**src/hdl/akr_pkg.sv**
```systemverilog
// Constants, register map and types shared by the angle readout block.
package akr_pkg;

  // Clock and angle refresh timing.
  localparam int CLK_PERIOD_NS   = 5;
  localparam int ANG_PERIOD_NS   = 1000;
  localparam int ANG_CYCLES      = (ANG_PERIOD_NS + CLK_PERIOD_NS - 1) / CLK_PERIOD_NS;
  localparam int LATENCY_NS      = 7000;
  localparam int LATENCY_TICKS   = LATENCY_NS / ANG_PERIOD_NS;
  localparam int LP_PERIOD_NS    = 32000;
  localparam int LP_TICKS        = LP_PERIOD_NS / ANG_PERIOD_NS;
  localparam int FIELD_PERIOD_NS = 128000;
  localparam int FIELD_TICKS     = FIELD_PERIOD_NS / ANG_PERIOD_NS;
  localparam int FIELD_CYCLES    = FIELD_PERIOD_NS / CLK_PERIOD_NS;
  localparam int PO_TIME_NS      = 100000;

  // Pulse-width output timing.
  localparam int PWM_FREQ_HZ       = 3125;
  localparam int PWM_PERIOD_CYCLES = 1000000000 / PWM_FREQ_HZ / CLK_PERIOD_NS;
  localparam int PWM_EDGE_PCT      = 5;

  // Data widths and field positions.
  localparam int ANGLE_W    = 15;
  localparam int SHORT_W    = 12;
  localparam int FRAME_BITS = 16;
  localparam int BIT_ERR    = 14;
  localparam int BIT_LOWV   = 13;
  localparam int BIT_PAR    = 12;

  // Serial register addresses and reset values.
  localparam logic [6:0] ADR_WADR      = 7'h02;
  localparam logic [6:0] ADR_SHORT     = 7'h20;
  localparam logic [6:0] ADR_LP        = 7'h22;
  localparam logic [6:0] ADR_FIELD     = 7'h2A;
  localparam logic [6:0] ADR_LONG      = 7'h32;
  localparam logic [7:0] WRITE_ADR_RST = 8'h00;

  // Power-up sequence, Gray coded along the only path.
  typedef enum logic [1:0] {
    ST_POWER = 2'b00,
    ST_LOAD  = 2'b01,
    ST_RUN   = 2'b11
  } akr_init_e;

endpackage

```
**src/hdl/akr_angle_readout.sv**
```systemverilog
// Angle readout core: angle refresh, serial register port and power-up load.
//
// Functional notes
// - Refresh the internal angle once per microsecond.
// - Register address read selects 12 or 15-bit format.
// - Address 0x20 returns 0, error, undervoltage, parity, angle.
// - Address 0x32 returns 0 and 15-bit angle.
// - Every 12-bit read carries three status bits.
// - PWM uses 12 bits; encoder outputs use 15.
// - Subtract stored zero offset from reported angle.
// - Each update reflects magnet one latency earlier.
// - Capture response on first serial clock edge.
// - PWM latches angle at each carrier period start.
// - Main path plus separate low-power path.
// - Low-power angle register updates every 32 us.
// - Field strength at 0x2A updates every 128 us.
// - Run power-on initialization before normal operation.
// - Power-up reloads shadow offset, resets serial registers.
// - Power-up clears extended write address to zero.
// - New angle ready every 1.0 us.
// - Angle latency is typically 7 us.
`timescale 1ns/1ps
module akr_angle_readout
  import akr_pkg::*;
#(
  parameter int PO_CYCLES  = PO_TIME_NS / CLK_PERIOD_NS,
  parameter int PWM_PERIOD = PWM_PERIOD_CYCLES
) (
  // Clock and reset
  input  wire logic               MCLK,
  input  wire logic               RESETN,
  // Main signal path sample
  input  wire logic [ANGLE_W-1:0] MAIN_ANGLE,
  // Low-power signal path samples
  input  wire logic [ANGLE_W-1:0] LP_ANGLE,
  input  wire logic [ANGLE_W-1:0] FIELD_LEVEL,
  // Diagnostic levels
  input  wire logic               ERROR_IN,
  input  wire logic               UNDERVOLTAGE_IN,
  // Nonvolatile zero offset
  input  wire logic [ANGLE_W-1:0] NVM_ZERO_OFFSET,
  // Serial port
  input  wire logic               SCLK,
  input  wire logic               CS_N,
  input  wire logic               MOSI,
  output logic                    MISO,
  output logic                    MISO_OE_N,
  // Encoder and commutation angle
  output logic [ANGLE_W-1:0]      ENC_ANGLE,
  // Pulse-width open-drain pin
  output logic                    PWM_O,
  output logic                    PWM_OE_N,
  // Status
  output logic                    INIT_DONE
);

  localparam int PO_W  = $clog2(PO_CYCLES + 1);
  localparam int ACN_W = $clog2(ANG_CYCLES);
  localparam int LPC_W = $clog2(LP_TICKS);
  localparam int FDC_W = $clog2(FIELD_TICKS);
  localparam int GAP_W = $clog2(FIELD_CYCLES + 1);

  akr_init_e state;
  akr_init_e next_state;

  logic [PO_W-1:0]        po_cnt;
  logic [ACN_W-1:0]       ang_cnt;
  logic                   tick;
  logic [LPC_W-1:0]       lp_cnt;
  logic [FDC_W-1:0]       field_cnt;
  logic                   lp_upd;
  logic                   field_upd;

  logic [ANGLE_W-1:0]     dly_angle;
  logic [ANGLE_W-1:0]     zero_offset;
  logic [ANGLE_W-1:0]     angle_long;
  logic [ANGLE_W-1:0]     lp_angle;
  logic [ANGLE_W-1:0]     field_strength;
  logic                   general_error_flag;
  logic                   undervoltage_flag;
  logic [7:0]             write_adr;

  logic                   short_par;
  logic [FRAME_BITS-1:0]  short_word;
  logic [FRAME_BITS-1:0]  resp_word;

  logic                   sclk_q;
  logic                   csn_q;
  logic                   cs_fall;
  logic                   sclk_rise;
  logic                   sclk_fall;
  logic                   captured;
  logic                   first_rise;
  logic                   frame_end;
  logic [3:0]             bit_cnt;
  logic [FRAME_BITS-2:0]  rx;
  logic [FRAME_BITS-1:0]  cmd;
  logic [FRAME_BITS-1:0]  tx;
  logic [6:0]             rd_addr;

  // Power-up sequence: wait the power-on time, load shadow copies, then run.
  always_comb begin
    next_state = state;
    case (state)
      ST_POWER: begin
        if (po_cnt == PO_W'(PO_CYCLES - 1)) begin
          next_state = ST_LOAD;
        end
      end
      ST_LOAD: next_state = ST_RUN;
      ST_RUN:  next_state = ST_RUN;
      default: next_state = ST_POWER;
    endcase
  end

  always_ff @(posedge MCLK or negedge RESETN) begin
    if (!RESETN) begin
      state <= ST_POWER;
    end else begin
      state <= next_state;
    end
  end

  always_ff @(posedge MCLK or negedge RESETN) begin
    if (!RESETN) begin
      po_cnt <= '0;
    end else if (state == ST_POWER) begin
      po_cnt <= po_cnt + 1'b1;
    end
  end

  assign INIT_DONE = (state == ST_RUN);

  // The offset is caught by a clocked load after reset, never by the reset itself.
  always_ff @(posedge MCLK or negedge RESETN) begin
    if (!RESETN) begin
      zero_offset <= '0;
    end else if (state == ST_LOAD) begin
      zero_offset <= NVM_ZERO_OFFSET;
    end
  end

  // Refresh tick: exactly one per ANG_CYCLES clocks while running.
  always_ff @(posedge MCLK or negedge RESETN) begin
    if (!RESETN) begin
      ang_cnt <= '0;
    end else if (state != ST_RUN || tick) begin
      ang_cnt <= '0;
    end else begin
      ang_cnt <= ang_cnt + 1'b1;
    end
  end

  assign tick = (state == ST_RUN) && (ang_cnt == ACN_W'(ANG_CYCLES - 1));

  // Main path: samples age through the latency line before they are reported.
  akr_delay #(
    .W     (ANGLE_W),
    .DEPTH (LATENCY_TICKS)
  ) u_delay (
    .clk   (MCLK),
    .rst_n (RESETN),
    .shift (tick),
    .d     (MAIN_ANGLE),
    .q     (dly_angle)
  );

  always_ff @(posedge MCLK or negedge RESETN) begin
    if (!RESETN) begin
      angle_long <= '0;
    end else if (state == ST_LOAD) begin
      angle_long <= '0;
    end else if (tick) begin
      angle_long <= dly_angle - zero_offset;
    end
  end

  assign ENC_ANGLE = angle_long;

  always_ff @(posedge MCLK or negedge RESETN) begin
    if (!RESETN) begin
      general_error_flag <= 1'b0;
      undervoltage_flag  <= 1'b0;
    end else if (state == ST_LOAD) begin
      general_error_flag <= 1'b0;
      undervoltage_flag  <= 1'b0;
    end else if (tick) begin
      general_error_flag <= ERROR_IN;
      undervoltage_flag  <= UNDERVOLTAGE_IN;
    end
  end

  // Low-power path runs on slower sub-multiples of the refresh tick.
  always_ff @(posedge MCLK or negedge RESETN) begin
    if (!RESETN) begin
      lp_cnt    <= '0;
      field_cnt <= '0;
    end else if (state != ST_RUN) begin
      lp_cnt    <= '0;
      field_cnt <= '0;
    end else if (tick) begin
      lp_cnt    <= lp_upd ? '0 : lp_cnt + 1'b1;
      field_cnt <= field_upd ? '0 : field_cnt + 1'b1;
    end
  end

  assign lp_upd    = tick && (lp_cnt == LPC_W'(LP_TICKS - 1));
  assign field_upd = tick && (field_cnt == FDC_W'(FIELD_TICKS - 1));

  always_ff @(posedge MCLK or negedge RESETN) begin
    if (!RESETN) begin
      lp_angle <= '0;
    end else if (state == ST_LOAD) begin
      lp_angle <= '0;
    end else if (lp_upd) begin
      lp_angle <= LP_ANGLE;
    end
  end

  always_ff @(posedge MCLK or negedge RESETN) begin
    if (!RESETN) begin
      field_strength <= '0;
    end else if (state == ST_LOAD) begin
      field_strength <= '0;
    end else if (field_upd) begin
      field_strength <= FIELD_LEVEL;
    end
  end

  // Short word: the 12-bit angle is the top of the 15-bit one.
  assign short_par  = ~^{general_error_flag, undervoltage_flag, angle_long[ANGLE_W-1 -: SHORT_W]};
  assign short_word = {1'b0, general_error_flag, undervoltage_flag, short_par,
                       angle_long[ANGLE_W-1 -: SHORT_W]};

  always_comb begin
    case (rd_addr)
      ADR_SHORT: resp_word = short_word;
      ADR_LONG:  resp_word = {1'b0, angle_long};
      ADR_LP:    resp_word = {1'b0, lp_angle};
      ADR_FIELD: resp_word = {1'b0, field_strength};
      ADR_WADR:  resp_word = {8'h00, write_adr};
      default:   resp_word = 16'h0000;
    endcase
  end

  // Serial port: pins are synchronous to MCLK, edges found by one previous sample.
  assign cs_fall    = csn_q && !CS_N;
  assign sclk_rise  = !CS_N && SCLK && !sclk_q;
  assign sclk_fall  = !CS_N && !SCLK && sclk_q;
  assign first_rise = sclk_rise && !captured;
  assign frame_end  = sclk_rise && (bit_cnt == 4'hF);
  assign cmd        = {rx, MOSI};

  always_ff @(posedge MCLK or negedge RESETN) begin
    if (!RESETN) begin
      sclk_q <= 1'b0;
      csn_q  <= 1'b1;
    end else begin
      sclk_q <= SCLK;
      csn_q  <= CS_N;
    end
  end

  always_ff @(posedge MCLK or negedge RESETN) begin
    if (!RESETN) begin
      bit_cnt  <= '0;
      captured <= 1'b0;
      rx       <= '0;
    end else if (CS_N || cs_fall) begin
      bit_cnt  <= '0;
      captured <= 1'b0;
    end else if (sclk_rise) begin
      bit_cnt  <= bit_cnt + 1'b1;
      captured <= 1'b1;
      rx       <= {rx[FRAME_BITS-3:0], MOSI};
    end
  end

  // Bit 15 of every response is zero, so the line idles low until the capture.
  always_ff @(posedge MCLK or negedge RESETN) begin
    if (!RESETN) begin
      tx <= '0;
    end else if (cs_fall) begin
      tx <= '0;
    end else if (first_rise) begin
      tx <= resp_word;
    end else if (sclk_fall) begin
      tx <= {tx[FRAME_BITS-2:0], 1'b0};
    end
  end

  assign MISO      = tx[FRAME_BITS-1];
  assign MISO_OE_N = CS_N;

  // A complete read frame names the register returned in the following frame.
  always_ff @(posedge MCLK or negedge RESETN) begin
    if (!RESETN) begin
      rd_addr <= ADR_SHORT;
    end else if (state == ST_LOAD) begin
      rd_addr <= ADR_SHORT;
    end else if (frame_end && !cmd[FRAME_BITS-1]) begin
      rd_addr <= cmd[14:8];
    end
  end

  always_ff @(posedge MCLK or negedge RESETN) begin
    if (!RESETN) begin
      write_adr <= WRITE_ADR_RST;
    end else if (state == ST_LOAD) begin
      write_adr <= WRITE_ADR_RST;
    end else if (frame_end && cmd[FRAME_BITS-1] && cmd[14:8] == ADR_WADR) begin
      write_adr <= cmd[7:0];
    end
  end

  // Carrier starts only once initialization is over.
  akr_pwm #(
    .PERIOD   (PWM_PERIOD)
  ) u_pwm (
    .clk      (MCLK),
    .rst_n    (RESETN),
    .run      (INIT_DONE),
    .angle    (angle_long[ANGLE_W-1 -: SHORT_W]),
    .pwm_o    (PWM_O),
    .pwm_oe_n (PWM_OE_N)
  );

  // Helper: clocks since the previous field update.
  logic [GAP_W-1:0] field_gap;
  logic             field_seen;

  always_ff @(posedge MCLK or negedge RESETN) begin
    if (!RESETN) begin
      field_gap  <= '0;
      field_seen <= 1'b0;
    end else if (field_upd) begin
      field_gap  <= '0;
      field_seen <= 1'b1;
    end else if (field_gap != GAP_W'(FIELD_CYCLES)) begin
      field_gap <= field_gap + 1'b1;
    end
  end

  tick_period_a: assert property (@(posedge MCLK) disable iff (!RESETN)
    tick |-> ##200 tick)
    else $error("angle refresh period is not 200 clocks");

  zero_adjust_a: assert property (@(posedge MCLK) disable iff (!RESETN)
    tick |=> angle_long == $past(dly_angle) - zero_offset)
    else $error("reported angle misses zero offset");

  short_layout_a: assert property (@(posedge MCLK) disable iff (!RESETN)
    (first_rise && rd_addr == ADR_SHORT) |=>
      tx[15] == 1'b0 && tx[BIT_ERR] == $past(general_error_flag) && tx[BIT_LOWV] == $past(undervoltage_flag) &&
      tx[11:0] == $past(angle_long[ANGLE_W-1 -: SHORT_W]))
    else $error("short angle word layout wrong");

  long_layout_a: assert property (@(posedge MCLK) disable iff (!RESETN)
    (first_rise && rd_addr == ADR_LONG) |=> tx == {1'b0, $past(angle_long)})
    else $error("long angle word layout wrong");

  parity_odd_a: assert property (@(posedge MCLK) disable iff (!RESETN)
    (first_rise && rd_addr == ADR_SHORT) |=> (^tx) && tx[BIT_PAR] == $past(short_par))
    else $error("short word parity is not odd");

  frame_hold_a: assert property (@(posedge MCLK) disable iff (!RESETN)
    (captured && !CS_N && !sclk_fall && !cs_fall) |=> $stable(tx))
    else $error("response changed inside a frame");

  field_rate_a: assert property (@(posedge MCLK) disable iff (!RESETN)
    (field_upd && field_seen) |-> field_gap == GAP_W'(FIELD_CYCLES - 1))
    else $error("field strength update spacing wrong");

  lp_rate_a: assert property (@(posedge MCLK) disable iff (!RESETN)
    lp_upd |=> !lp_upd [*8])
    else $error("low-power angle updated too often");

  power_load_a: assert property (@(posedge MCLK) disable iff (!RESETN)
    state == ST_LOAD |=> zero_offset == $past(NVM_ZERO_OFFSET) && write_adr == WRITE_ADR_RST &&
      state == ST_RUN && angle_long == '0)
    else $error("power-up load did not restore shadow state");

endmodule

```
**src/hdl/akr_delay.sv**
```systemverilog
// Signal path latency line: one stage per angle refresh tick.
`timescale 1ns/1ps
module akr_delay
  import akr_pkg::*;
#(
  parameter int W     = ANGLE_W,
  parameter int DEPTH = LATENCY_TICKS
) (
  // Clock and reset
  input  wire logic         clk,
  input  wire logic         rst_n,
  // Sample stream
  input  wire logic         shift,
  input  wire logic [W-1:0] d,
  output logic      [W-1:0] q
);

  logic [DEPTH-1:0][W-1:0] pipe;

  // Each refresh pushes the newest sample; the oldest leaves DEPTH ticks later.
  always_ff @(posedge clk or negedge rst_n) begin
    if (!rst_n) begin
      pipe <= '0;
    end else if (shift) begin
      pipe <= {pipe[DEPTH-2:0], d};
    end
  end

  assign q = pipe[DEPTH-1];

  stage_age_a: assert property (@(posedge clk) disable iff (!rst_n)
    shift |=> (pipe[0] == $past(d)) && (q == $past(pipe[DEPTH-2])))
    else $error("latency line did not advance by one stage");

endmodule

```
**src/hdl/akr_pwm.sv**
```systemverilog
// Pulse-width carrier: angle latched at each period start, 5/90/5 duty frame.
`timescale 1ns/1ps
module akr_pwm
  import akr_pkg::*;
#(
  parameter int PERIOD = PWM_PERIOD_CYCLES
) (
  // Clock and reset
  input  wire logic               clk,
  input  wire logic               rst_n,
  // Angle source
  input  wire logic               run,
  input  wire logic [SHORT_W-1:0] angle,
  // Open-drain pin
  output logic                    pwm_o,
  output logic                    pwm_oe_n
);

  localparam int CW   = $clog2(PERIOD);
  localparam int EDGE = PERIOD * PWM_EDGE_PCT / 100;
  localparam int SPAN = PERIOD - 2 * EDGE;

  logic [CW-1:0]      cnt;
  logic [SHORT_W-1:0] lat;
  logic [CW-1:0]      high_len;
  logic               start;

  assign start    = run && (cnt == '0);
  assign high_len = CW'(EDGE + ((SPAN * int'(lat)) >> SHORT_W));
  assign pwm_o    = 1'b0;

  always_ff @(posedge clk or negedge rst_n) begin
    if (!rst_n) begin
      cnt <= '0;
    end else if (!run || cnt == CW'(PERIOD - 1)) begin
      cnt <= '0;
    end else begin
      cnt <= cnt + 1'b1;
    end
  end

  // The carrier is free running, so the angle is frozen for one full period.
  always_ff @(posedge clk or negedge rst_n) begin
    if (!rst_n) begin
      lat <= '0;
    end else if (start) begin
      lat <= angle;
    end
  end

  // The pin is released (pulled high) during the high part of the period.
  always_ff @(posedge clk or negedge rst_n) begin
    if (!rst_n) begin
      pwm_oe_n <= 1'b0;
    end else begin
      pwm_oe_n <= run && (cnt < high_len);
    end
  end

  carrier_latch_a: assert property (@(posedge clk) disable iff (!rst_n)
    start |=> (lat == $past(angle)) ##1 pwm_oe_n)
    else $error("carrier start did not latch angle and rise");

endmodule

```
**config.mk**
```make
export PLATFORM = sky130hd
export DESIGN_NAME = akr_angle_readout
export DESIGN_NICKNAME = d
export VERILOG_FILES = /design/src/hdl/akr_pkg.sv /design/src/hdl/akr_angle_readout.sv /design/src/hdl/akr_delay.sv /design/src/hdl/akr_pwm.sv
export SDC_FILE = /design/constraint.sdc
export NUM_CORES = 1
export LEC_CHECK = 0
export BUFFER_PORTS_ARGS = -buffer_cell sky130_fd_sc_hd__buf_2
export CAP_MARGIN = 20
export CORE_ASPECT_RATIO = 0.5
export CORE_UTILIZATION = 55
export DETAILED_ROUTE_END_ITERATION = 8
export PLACE_DENSITY = 0.82
export REMOVE_ABC_BUFFERS = 1
export SLEW_MARGIN = 20
export SYNTH_ARGS = -nofsm -noshare
export SYNTH_HDL_FRONTEND = slang
export SYNTH_SLANG_ARGS = --single-unit
```
**constraint.sdc**
```tcl
create_clock -name MCLK -period 4.6 [get_ports MCLK]
set_clock_uncertainty 0.15 [all_clocks]
set_input_delay 0.23 -clock MCLK [delete_from_list [all_inputs] [get_ports MCLK]]
set_output_delay 0.23 -clock MCLK [all_outputs]
set_load 0.01 [all_outputs]
```
==> results of run 1 <==
==> area by class of cell <==
cell class,instances,area [µm²]
flip-flops and latches,286,7160
clock buffers,40,773
repair buffers,205,1540
well taps,344,430
inverters,52,195
multi-input cells,1135,7180
clock inverters,5,77.6
fillers,1829,8250
==> worst min path at each step <==
stage	start	slack, ns	to	depth (start not counted)
2_1_floorplan	RESETN	-0.22	ENC_ANGLE[0]$_DFFE_PN0P_	0
3_3_place_gp	SCLK	0.23	sclk_q$_DFF_PN0_	1
3_5_place_dp	SCLK	0.24	sclk_q$_DFF_PN0_	1
5_1_grt	SCLK	0.23	sclk_q$_DFF_PN0_	2
4_1_cts	SCLK	0.22	sclk_q$_DFF_PN0_	2
6_report	RESETN	0.21	u_delay.pipe[13]$_DFFE_PN0P_	2
==> per-stage QoR <==
stage / std cells / hold slack (ns) / TNS, ns / setup WS, ns
floorplan: 1473 / -0.216 / -3.98 / -0.422
global placement: 1949 / 0.228 / -0.490 / -0.490
detailed placement: 1949 / 0.235 / -0.586 / -0.586
CTS: 2063 / 0.222 / -0.432 / -0.432
global route: 2067 / 0.235 / -0.690 / -0.690
finish: 2067 / 0.211 / -0.486 / -0.486
==> cells by family (layout without fill, tap and decap cells) <==
kind of cell    Yosys count  in the layout  share of synthesized area
simple gates            676            676                      0.196
flops                   286            286                      0.491
compound gates          223            223                     0.0979
buf+inv                 116            302                     0.0313
fa+ha+maj               104            104                     0.0980
xor+xnor                 76             76                     0.0456
mux                      55             55                     0.0396
other cells               1              1                   0.000257
==> worst max-delay path, cell delays in order, from the launching register on <==
cell and delay (ns):
dfrtp_1 0.39, inv_2 0.08, fa_1 0.53, inv_1 0.05, ha_1 0.29, fa_1 0.48, ha_4 0.30, ha_4 0.19
nor2b_4 0.12, o31a_1 0.26, or4b_4 0.50, nand3_4 0.11, buf_6 0.11, nand3_4 0.08, xnor2_2 0.15, ha_1 0.31
a21o_1 0.20, a211oi_2 0.19, o21ai_1 0.12, a2111oi_2 0.36
==> sequential cells by signal, indices dropped and copies added (netlist names), 2 cells and up <==
name	flops
bit_cnt	4
write_adr	8
lp_cnt	5
field_cnt	7
state	2
rd_addr	7
rx	15
field_strength	15
u_pwm.lat	12
u_pwm.cnt	16
ang_cnt	8
zero_offset	15
lp_angle	15
u_delay.pipe	90
tx	16
ENC_ANGLE	15
po_cnt	15
u_delay.q	15
==> Yosys cell counts (all sizes together) (5+ instances only) <==
cell | instances | area [µm²]
o221ai | 7 | 61.3
and3 | 12 | 75.1
or3 | 5 | 31.3
a21oi | 29 | 145
nor2b | 12 | 82.6
nor2 | 86 | 325
buf | 18 | 88.8
o21a | 5 | 37.5
mux2 | 21 | 236
a21o | 14 | 105
a22oi | 14 | 105
ha | 87 | 1090
or2 | 5 | 31.3
dfrtp | 284 | 7110
nand2 | 460 | 1730
a211oi | 5 | 37.5
nor3 | 15 | 80.1
xor2 | 34 | 298
o21ai | 106 | 531
nand3 | 41 | 215
inv | 52 | 195
nor4 | 6 | 58.8
clkbuf | 46 | 173
fa | 17 | 340
xnor2 | 42 | 368
a221o | 7 | 70.1
nand2b | 7 | 43.8
mux2i | 34 | 340
nand4 | 13 | 81.3
o31ai | 5 | 37.5
==> repair_timing <==
action                                 CTS  global route
setup buffers                            3             4
endpoints found under the hold margin  191             0
setup endpoints to repair                1             1
resized for setup                       18            23
pin swaps                               15            23
hold buffers                            66             0
==> power by group <==
group / total (W) / internal [W] / switching (W)
sequential: 0.00255 / 0.00254 / 0.0000169
clock: 0.00219 / 0.00122 / 0.000973
combinational: 0.000178 / 0.0000843 / 0.0000935
total: 0.00492 / 0.00384 / 0.00108
==> routing by layer <==
metal,global-route usage,vias up,routed length (µm)
met4,0.0860,0,1050
met3,0.0397,100,1670
met2,0.420,334,16700
li1,-,5487,-
met1,0.326,5662,14400
met5,0,-,0
==> impl_results.md, run 1 <==
* Outcome: finished with violations
* Failing checks: setup timing
* WP data required at 4.90 ns
* Vias per inst at roughly 5.6
* Layout cells sized above 1 at 0.145
* PwrDens at 284 nW/µm²
* Worst R2R End: u_pwm.pwm_oe_n$_DFF_PN0_
* Nature of the critical path startpoint: flop
* Cell variety after synth at between 70 and 80
* Worst R2R Start: u_pwm.lat[2]$_DFFE_PN0P_
* WL per Instance at ~16 µm
* Std cell rows at 41
* Total vias in the final route at around 12000
* Asr flop ratio synth at 1.00
* Chip Height at about 120 µm
* Clock transition at the registers of the reported paths at ~0.070 ns
* CP startpoint: u_pwm.lat[2]$_DFFE_PN0P_
* Top Ports at between 80 and 90
* RSZ-0062 raised after global routing: yes
* CP Class: flop to flop
* Initial antenna violation count at 0
* DRC Markers at 0
* Post-synthesis sequential area ratio at 0.491
* CTS root buffer: clkbuf_16
* FF+latch count, synth at about 290
* Routed Wire Length at between 30000 and 40000 µm
* Slew headroom at 0.312
* Total power draw at 0.00492 W
* H-tree depth at 1
* Worst setup endpoint: u_pwm.pwm_oe_n$_DFF_PN0_
* Mapped Cells at between 1500 and 2000
* FF-to-FF path depth at 19
* Die ar. at 27200 µm²
* Core Box Area at between 20000 and 30000 µm²
* VDD IR max at 262 µV
* CTS tree: done
* Vias in the first global route at about 11000
* Post-synth EDFFs at 0
* GP Congestion at 0.861
* Clock latency on the worst-skew pair at approximately 0.56 ns
* R2R Setup Slk at -0.49 ns
* Fin crit share at 1.11
* Setup violators final at 1
* Critical path fanouts, max at 3
* Synthesized area at around 15000 µm²
* CTS Buf Count at 26
* Util after Layout at 0.678
* Hpwl dp at around 21000 µm
* First-pass GRT wire length at 54300 µm
* # diodes at 0
* Final setup margin at -0.486 ns
* Drt pass-1 iters at 6
* Fmax at between 150 and 200 MHz
* Ys Warns at 0
* Routed Antenna Nets at 0
* GRT Util Overall at 0.247
* Post-DP Area at 15600 µm²
* Period minus WS final at 5.09 ns
* Fin. max-slew vios at 0
* Max Cap Viol at 0
* Area Overhead vs Synth at 19.0%
* Most common cell after layout, fill and taps aside: nand2_1
* Die width at around 230 µm
* Clk sink count at between 200 and 300
* Data arrival time of the critical path at 5.39 ns
* CP endpoint kind: flop
* Grt ovf at 0
* Hold Path Class: input port to async pin
* Least-Margin Pin Slew at a little over 1 ns
* Longest Clk Path Bufs at 3
* Initial cell density of the core at 0.570
* Initial drt markers at between 1000 and 1500
* Pin count of the biggest net entering global routing at about 130
* Most frequent cells in the layout: nand2_1, dfrtp_1, o21ai_0
* Leak at 8.83 nW
* Final hold vios at 0
* Buffers on Ports at 85
* Final nets at 1877
* Synthesized area per cell at 9.49 µm²
* Design area at about 17000 µm²
* Top FF cell, synth: dfrtp_1
Power figures use the tool's default switching activity.
==> run 2, diff against run 1 <==
--- a/config.mk
+++ b/config.mk
@@ -9,6 +9,7 @@
 export CAP_MARGIN = 20
 export CORE_ASPECT_RATIO = 0.5
 export CORE_UTILIZATION = 55
+export CTS_BUF_LIST = sky130_fd_sc_hd__clkbuf_16
 export DETAILED_ROUTE_END_ITERATION = 8
 export PLACE_DENSITY = 0.82
 export REMOVE_ABC_BUFFERS = 1
==> impl_results.md, run 2 (synthesis gave the netlist of run 1 again) <==
* Clock transition at the registers of the reported paths at 0.07 ns (about the same)
* Max reg flops at 90 (unchanged)
* Final setup margin at -0.476 ns (was -0.486 ns)
* Leak at 8.82 nW (was 8.83 nW)
* VDD IR max at 258 µV (was 262 µV)
* Worst R2R Start: u_pwm.lat[2]$_DFFE_PN0P_ (unchanged)
* Outcome: finished with violations (unchanged)
* Longest Clk Path Bufs at 3 (unchanged)
* Clk sink count at 286 (unchanged)
* First-pass GRT wire length at 54500 µm (was 54300 µm)
* Initial drt markers at 985 (was 1168)
* Nature of the critical path startpoint: flop (unchanged)
* Util after Layout at 0.675 (was 0.678)
* Buffers on Ports at 85 (unchanged)
* Worst R2R End: u_pwm.pwm_oe_n$_DFF_PN0_ (unchanged)
* Chip Height at 117 µm (unchanged)
* Initial antenna violation count at 0 (unchanged)
* Initial cell density of the core at 0.570 (unchanged)
* PwrDens at 276 nW/µm² (was 284 nW/µm²)
* CTS root buffer: clkbuf_16 (unchanged)
* Routed Antenna Nets at 0 (unchanged)
* Most frequent cells in the layout: nand2_1, dfrtp_1, o21ai_0 (unchanged)
* CP Class: flop to flop (unchanged)
* Pin count of the biggest net entering global routing at 129 (unchanged)
* R2R Setup Slk at -0.48 ns (was -0.49 ns)
* Fmax at 197 MHz (about the same)
* Max Cap Viol at 0 (unchanged)
* CP startpoint: u_pwm.lat[2]$_DFFE_PN0P_ (unchanged)
* Hold Path Class: input port to async pin (unchanged)
* Fin. max-slew vios at 0 (unchanged)
* Drt pass-1 iters at 5 (was 6)
* Top Ports at 87 (unchanged)
* H-tree depth at 1 (unchanged)
* Area Overhead vs Synth at 18.5% (was 19.0%)
* Period minus WS final at 5.08 ns (was 5.09 ns)
* Setup violators final at 1 (unchanged)
* # diodes at 0 (unchanged)
* Data arrival time of the critical path at 5.38 ns (was 5.39 ns)
* CP endpoint kind: flop (unchanged)
* FF-to-FF path depth at 19 (unchanged)
* Die width at 232 µm (unchanged)
* Failing checks: setup timing (unchanged)
* Critical path fanouts, max at 3 (unchanged)
* CTS tree: done (unchanged)
* CTS Buf Count at 26 (unchanged)
* Final hold vios at 0 (unchanged)
* Total power draw at 0.00478 W (was 0.00492 W)
* Vias per inst at 5.64 (was 5.60)
* DRC Markers at 0 (unchanged)
* Die ar. at 27200 µm² (unchanged)
* Area of the multi-input gates at 7180 µm² (unchanged)
* Fillers at 1847 (was 1829)
* Core Box Area at 25600 µm² (unchanged)
* Layout cells sized above 1 at 0.140 (was 0.145)
* Final nets at 1877 (unchanged)
* Grt ovf at 0 (unchanged)
* Routed Wire Length at 33800 µm (was 33900 µm)
* Fin crit share at 1.10 (was 1.11)
* WP data required at 4.90 ns (about the same)
* Clock latency on the worst-skew pair at 0.56 ns (about the same)
* GP Congestion at 0.861 (unchanged)
* Std cell rows at 41 (unchanged)
* Most common cell after layout, fill and taps aside: nand2_1 (unchanged)
* Least-Margin Pin Slew at 1.03 ns (about the same)
* RSZ-0062 raised after global routing: yes (unchanged)
* Slew headroom at 0.314 (was 0.312)
* Biggest register: u_delay.pipe (unchanged)
* FF/Latch Area at 7160 µm² (unchanged)
* Hpwl dp at 20800 µm (unchanged)
* GRT Util Overall at 0.248 (was 0.247)
* Worst setup endpoint: u_pwm.pwm_oe_n$_DFF_PN0_ (unchanged)
* Top Registers: u_delay.pipe (90), tx (16), u_pwm.cnt (16) (unchanged)
* Vias in the first global route at 11300 (about the same)
* WL per Instance at 16.4 µm (about the same)
* Total vias in the final route at 11700 (was 11600)
run 2: cell count changes in the layout (fill, tap and decap cells not counted), sizes merged:
cell    delta
clkbuf    -14
clkinv     +7
inv        +7
run 2: worst max-delay path, stage by stage (launching register included):
cell,delay [ns]
dfrtp_1,0.39
inv_2,0.08
fa_1,0.53
inv_1,0.05
ha_1,0.28
fa_1,0.48
ha_4,0.30
ha_4,0.19
nor2b_4,0.12
o31a_1,0.26
or4b_4,0.50
nand3_4,0.11
buf_6,0.11
nand3_4,0.08
xnor2_2,0.15
ha_1,0.31
a21o_1,0.20
a211oi_2,0.19
o21ai_1,0.12
a2111oi_2,0.36
run 2: cell type report:
type / count / area share
clock buffers: 26 / 0.0376
clock inverters: 19 / 0.00753
inverters: 52 / 0.0113
multi-input cells: 1135 / 0.415
flip-flops and latches: 286 / 0.414
well taps: 344 / 0.0249
repair buffers: 205 / 0.0892
run 2: timing repair:
item | CTS | global route
endpoints found under the hold margin | 191 | 0
hold buffers | 66 | 0
resized for setup | 18 | 23
setup buffers | 3 | 4
pin swaps | 15 | 23
cloned | 0 | 0
setup endpoints to repair | 1 | 1
run 2: through the flow:
stage / hold slack (ns) / std cells / cell area, µm² / TNS [ns] / setup slack [ns]
after global placement: 0.228 / 1949 / 15600 / -0.490 / -0.490
after global routing: 0.236 / 2067 / 17300 / -0.615 / -0.615
after CTS: 0.223 / 2063 / 17100 / -0.432 / -0.432
final: 0.219 / 2067 / 17300 / -0.476 / -0.476
after detailed placement: 0.235 / 1949 / 15600 / -0.586 / -0.586
after floorplan: -0.216 / 1473 / 14300 / -3.98 / -0.422
run 2: worst min path at each step:
stage / startpoint / end / slack [ns] / cells after the start
global route: SCLK / sclk_q$_DFF_PN0_ / 0.24 / 2
floorplan: RESETN / ENC_ANGLE[0]$_DFFE_PN0P_ / -0.22 / 0
CTS: SCLK / sclk_q$_DFF_PN0_ / 0.22 / 2
detailed placement: SCLK / sclk_q$_DFF_PN0_ / 0.24 / 1
global placement: SCLK / sclk_q$_DFF_PN0_ / 0.23 / 1
finish: RESETN / u_delay.pipe[13]$_DFFE_PN0P_ / 0.22 / 2
run 2: report_power, final:
part / total, W / switching (W) / internal (W) / leakage [nW]
logic: 0.000178 / 0.0000941 / 0.0000844 / 4.78
registers: 0.00255 / 0.0000167 / 0.00254 / 3.64
clock network: 0.00205 / 0.000961 / 0.00108 / 0.402
total: 0.00478 / 0.00107 / 0.00371 / 8.82
run 2: layer usage:
metal | vias up | wire length [µm] | GRT usage
met5 | - | 0 | 0
met4 | 0 | 1190 | 0.0890
met3 | 116 | 1710 | 0.0383
met2 | 356 | 16500 | 0.418
met1 | 5701 | 14500 | 0.330
li1 | 5487 | - | -
==> run 3, diff against run 2 <==
--- a/config.mk
+++ b/config.mk
@@ -5,13 +5,14 @@
 export SDC_FILE = /design/constraint.sdc
 export NUM_CORES = 1
 export LEC_CHECK = 0
+export ABC_AREA = 1
 export BUFFER_PORTS_ARGS = -buffer_cell sky130_fd_sc_hd__buf_2
 export CAP_MARGIN = 20
 export CORE_ASPECT_RATIO = 0.5
-export CORE_UTILIZATION = 55
+export CORE_UTILIZATION = 56
 export CTS_BUF_LIST = sky130_fd_sc_hd__clkbuf_16
 export DETAILED_ROUTE_END_ITERATION = 8
-export PLACE_DENSITY = 0.82
+export PLACE_DENSITY = 0.83
 export REMOVE_ABC_BUFFERS = 1
 export SLEW_MARGIN = 20
 export SYNTH_ARGS = -nofsm -noshare
==> impl_results.md, run 3 <==
* Area of the multi-input gates at 6930 µm² (was 7180 µm²)
* Longest Clk Path Bufs at 3 (unchanged)
* VDD IR max at 237 µV (was 258 µV)
* Post-synthesis sequential area ratio at 0.483 (was 0.491)
* Vias in the first global route at 12200 (was 11300)
* WL per Instance at 15.5 µm (was 16.4 µm)
* Critical path fanouts, max at 3 (unchanged)
* GRT Util Overall at 0.267 (was 0.248)
* WP data required at 4.93 ns (was 4.90 ns)
* Most common cell after layout, fill and taps aside: nand2_1 (unchanged)
* Chip Height at 117 µm (about the same)
* Post-synth EDFFs at 0 (unchanged)
* Most frequent cells in the layout: nand2_1, dfrtp_1, inv_1 (was nand2_1, dfrtp_1, o21ai_0)
* PwrDens at 283 nW/µm² (was 276 nW/µm²)
* Final setup margin at -0.130 ns (was -0.476 ns)
* Util after Layout at 0.689 (was 0.675)
* FF+latch count, synth at 286 (unchanged)
* Drt pass-1 iters at 6 (was 5)
* FF/Latch Area at 7160 µm² (unchanged)
* Final nets at 2138 (was 1877)
* Std cell rows at 41 (unchanged)
* Pin count of the biggest net entering global routing at 117 (was 129)
* Cell variety after synth at 49 (was 73)
* Clk sink count at 286 (unchanged)
* Die width at 232 µm (about the same)
* Core Box Area at 25600 µm² (unchanged)
* Routed Antenna Nets at 0 (unchanged)
* Failing checks: setup timing (unchanged)
* Fin crit share at 1.03 (was 1.10)
* Top area cells in the synthesized netlist: dfrtp_1, nand2_1, ha_1 (unchanged)
* Ys Warns at 0 (unchanged)
* Clock transition at the registers of the reported paths at 0.07 ns (about the same)
* Post-synth top cells: nand2_1, dfrtp_1, inv_1 (was nand2_1, dfrtp_1, o21ai_0)
* Top Registers: u_delay.pipe (90), tx (16), u_pwm.cnt (16) (unchanged)
* Design area at 17600 µm² (was 17300 µm²)
* Fillers at 1826 (was 1847)
* Hold Path Class: input port to async pin (unchanged)
* Period minus WS final at 4.73 ns (was 5.08 ns)
* Synthesized area at 14800 µm² (was 14600 µm²)
* Initial antenna violation count at 0 (unchanged)
* H-tree depth at 1 (unchanged)
* Hpwl dp at 22400 µm (was 20800 µm)
* Total power draw at 0.00500 W (was 0.00478 W)
* CTS Buf Count at 26 (unchanged)
* Final hold vios at 0 (unchanged)
* CTS tree: done (unchanged)
* Fin. max-slew vios at 0 (unchanged)
* Area Overhead vs Synth at 18.8% (was 18.5%)
* FF-to-FF path depth at 24 (was 19)
* Post-DP Area at 15800 µm² (was 15600 µm²)
* Clock latency on the worst-skew pair at 0.55 ns (was 0.56 ns)
* Outcome: finished with violations (unchanged)
* DRC Markers at 0 (unchanged)
* Grt ovf at 0 (unchanged)
* Fmax at 211 MHz (was 197 MHz)
* First-pass GRT wire length at 58400 µm (was 54500 µm)
* CTS root buffer: clkbuf_16 (unchanged)
* Top-count cell post-synth: nand2_1 (unchanged)
* Hold Slack at 0.164 ns (was 0.219 ns)
* Buffers on Ports at 85 (unchanged)
* Top Ports at 87 (unchanged)
* Data arrival time of the critical path at 5.06 ns (was 5.38 ns)
* Leak at 9.13 nW (was 8.82 nW)
* Vias per inst at 5.49 (was 5.64)
* Slew headroom at 0.414 (was 0.314)
* Max Cap Viol at 0 (unchanged)
* CP Class: flop to flop (unchanged)
* Initial cell density of the core at 0.580 (was 0.570)
* Mapped Cells at 1792 (was 1537)
* Initial drt markers at 1288 (was 985)
* Least-Margin Pin Slew at 0.877 ns (was 1.03 ns)
* Total vias in the final route at 12800 (was 11700)
* Setup violators final at 1 (unchanged)
* Synthesized area per cell at 8.28 µm² (was 9.49 µm²)
* CP endpoint kind: flop (unchanged)
* Top FF cell, synth: dfrtp_1 (unchanged)
* Asr flop ratio synth at 1.00 (unchanged)
* Die ar. at 27200 µm² (about the same)
* Biggest register: u_delay.pipe (unchanged)
* GP Congestion at 0.913 (was 0.861)
* Yosys top cell by area: dfrtp_1 (unchanged)
* Nature of the critical path startpoint: flop (unchanged)
* Layout cells sized above 1 at 0.133 (was 0.140)
* Yosys top cell area share at 0.479 (was 0.487)
* RSZ-0062 raised after global routing: yes (unchanged)
* Max reg flops at 90 (unchanged)
* R2R Setup Slk at -0.13 ns (was -0.48 ns)
* Routed Wire Length at 36200 µm (was 33800 µm)
==> run 3: changes by cell type in the layout (fill, tap and decap cells not counted), moves of 14 or more <==
| cell | before | now |
|---|---|---|
| nand2_2 | 0 | 14 |
| o22ai_1 | 2 | 26 |
| inv_2 | 6 | 23 |
| nand2_1 | 458 | 585 |
| xor2_1 | 34 | 20 |
| o21ai_1 | 5 | 48 |
| nand3_1 | 39 | 94 |
| mux2i_1 | 34 | 0 |
| a21oi_1 | 27 | 52 |
| inv_1 | 53 | 188 |
| mux2_2 | 21 | 0 |
| xnor2_1 | 40 | 17 |
==> run 3: per-stage QoR <==
stage / setup WS, ns / TNS [ns] / instances
after floorplan: -0.395 / -6.21 / 1738
after global placement: -0.0987 / -0.0987 / 2204
after global routing: -0.355 / -0.355 / 2329
final: -0.130 / -0.130 / 2330
after detailed placement: -0.265 / -0.265 / 2204
after CTS: -0.0131 / -0.0131 / 2324
==> run 3: cells by family after synthesis <==
group	synth area share
flops	0.483
compound gates	0.0955
other cells	0.000253
xor+xnor	0.0230
simple gates	0.233
buf+inv	0.0695
fa+ha+maj	0.0963
==> run 3: critical path, cell delays in order (launching register included) <==
cell       delay [ns]
dfrtp_1          0.39
inv_2            0.05
fa_1             0.56
inv_2            0.06
ha_4             0.27
fa_1             0.45
ha_4             0.30
inv_2            0.04
fa_2             0.40
inv_2            0.09
nand3_2          0.08
nand2_2          0.11
xor2_2           0.19
ha_2             0.23
nand3_2          0.08
nand3_2          0.07
nand2_2          0.06
buf_4            0.13
xor2_1           0.15
ha_1             0.31
nand2_1          0.08
inv_1            0.04
o21ai_1          0.15
o2111ai_2        0.13
nor2_1           0.09
==> run 3: cell type report <==
type / instances / area share
timing repair buffer: 201 / 0.0852
clock inverter: 19 / 0.00837
multi-input combinational: 1243 / 0.393
antenna: 1 / 0.000142
inverter: 209 / 0.0446
tap: 344 / 0.0244
clock buffer: 27 / 0.0383
sequential: 286 / 0.406
==> run 3: repair_timing <==
action / CTS / global route
pin swaps: 28 / 24
hold endpoints to repair: 178 / 0
setup endpoints to repair: 1 / 1
resized for setup: 40 / 21
hold buffers: 66 / 0
setup buffers: 8 / 4
==> run 3: metal layers <==
| metal | track usage | share of wire |
|---|---|---|
| met3 | 0.0484 | 0.064 |
| met4 | 0.104 | 0.041 |
| met1 | 0.358 | 0.43 |
| met2 | 0.438 | 0.47 |
| met5 | 0 | 0 |
==> run 3: where the power goes <==
part	switching (W)	internal, W
clock network	0.000968	0.00118
logic	0.000155	0.0000998
registers	0.0000349	0.00256
total	0.00116	0.00384
==> run 3: path summary, 6_finish.rpt <==
check	from	to
max in group asynchronous	RESETN	rd_addr[5]$_DFFE_PN1P_
worst min register to register	state[0]$_DFFE_PN0P_	state[1]$_DFFE_PN0P_
worst max-delay path	u_pwm.lat[1]$_DFFE_PN0P_	u_pwm.pwm_oe_n$_DFF_PN0_
min in group MCLK	SCLK	sclk_q$_DFF_PN0_
worst min-delay path	RESETN	u_delay.pipe[33]$_DFFE_PN0P_
worst max register to register	u_pwm.lat[1]$_DFFE_PN0P_	u_pwm.pwm_oe_n$_DFF_PN0_
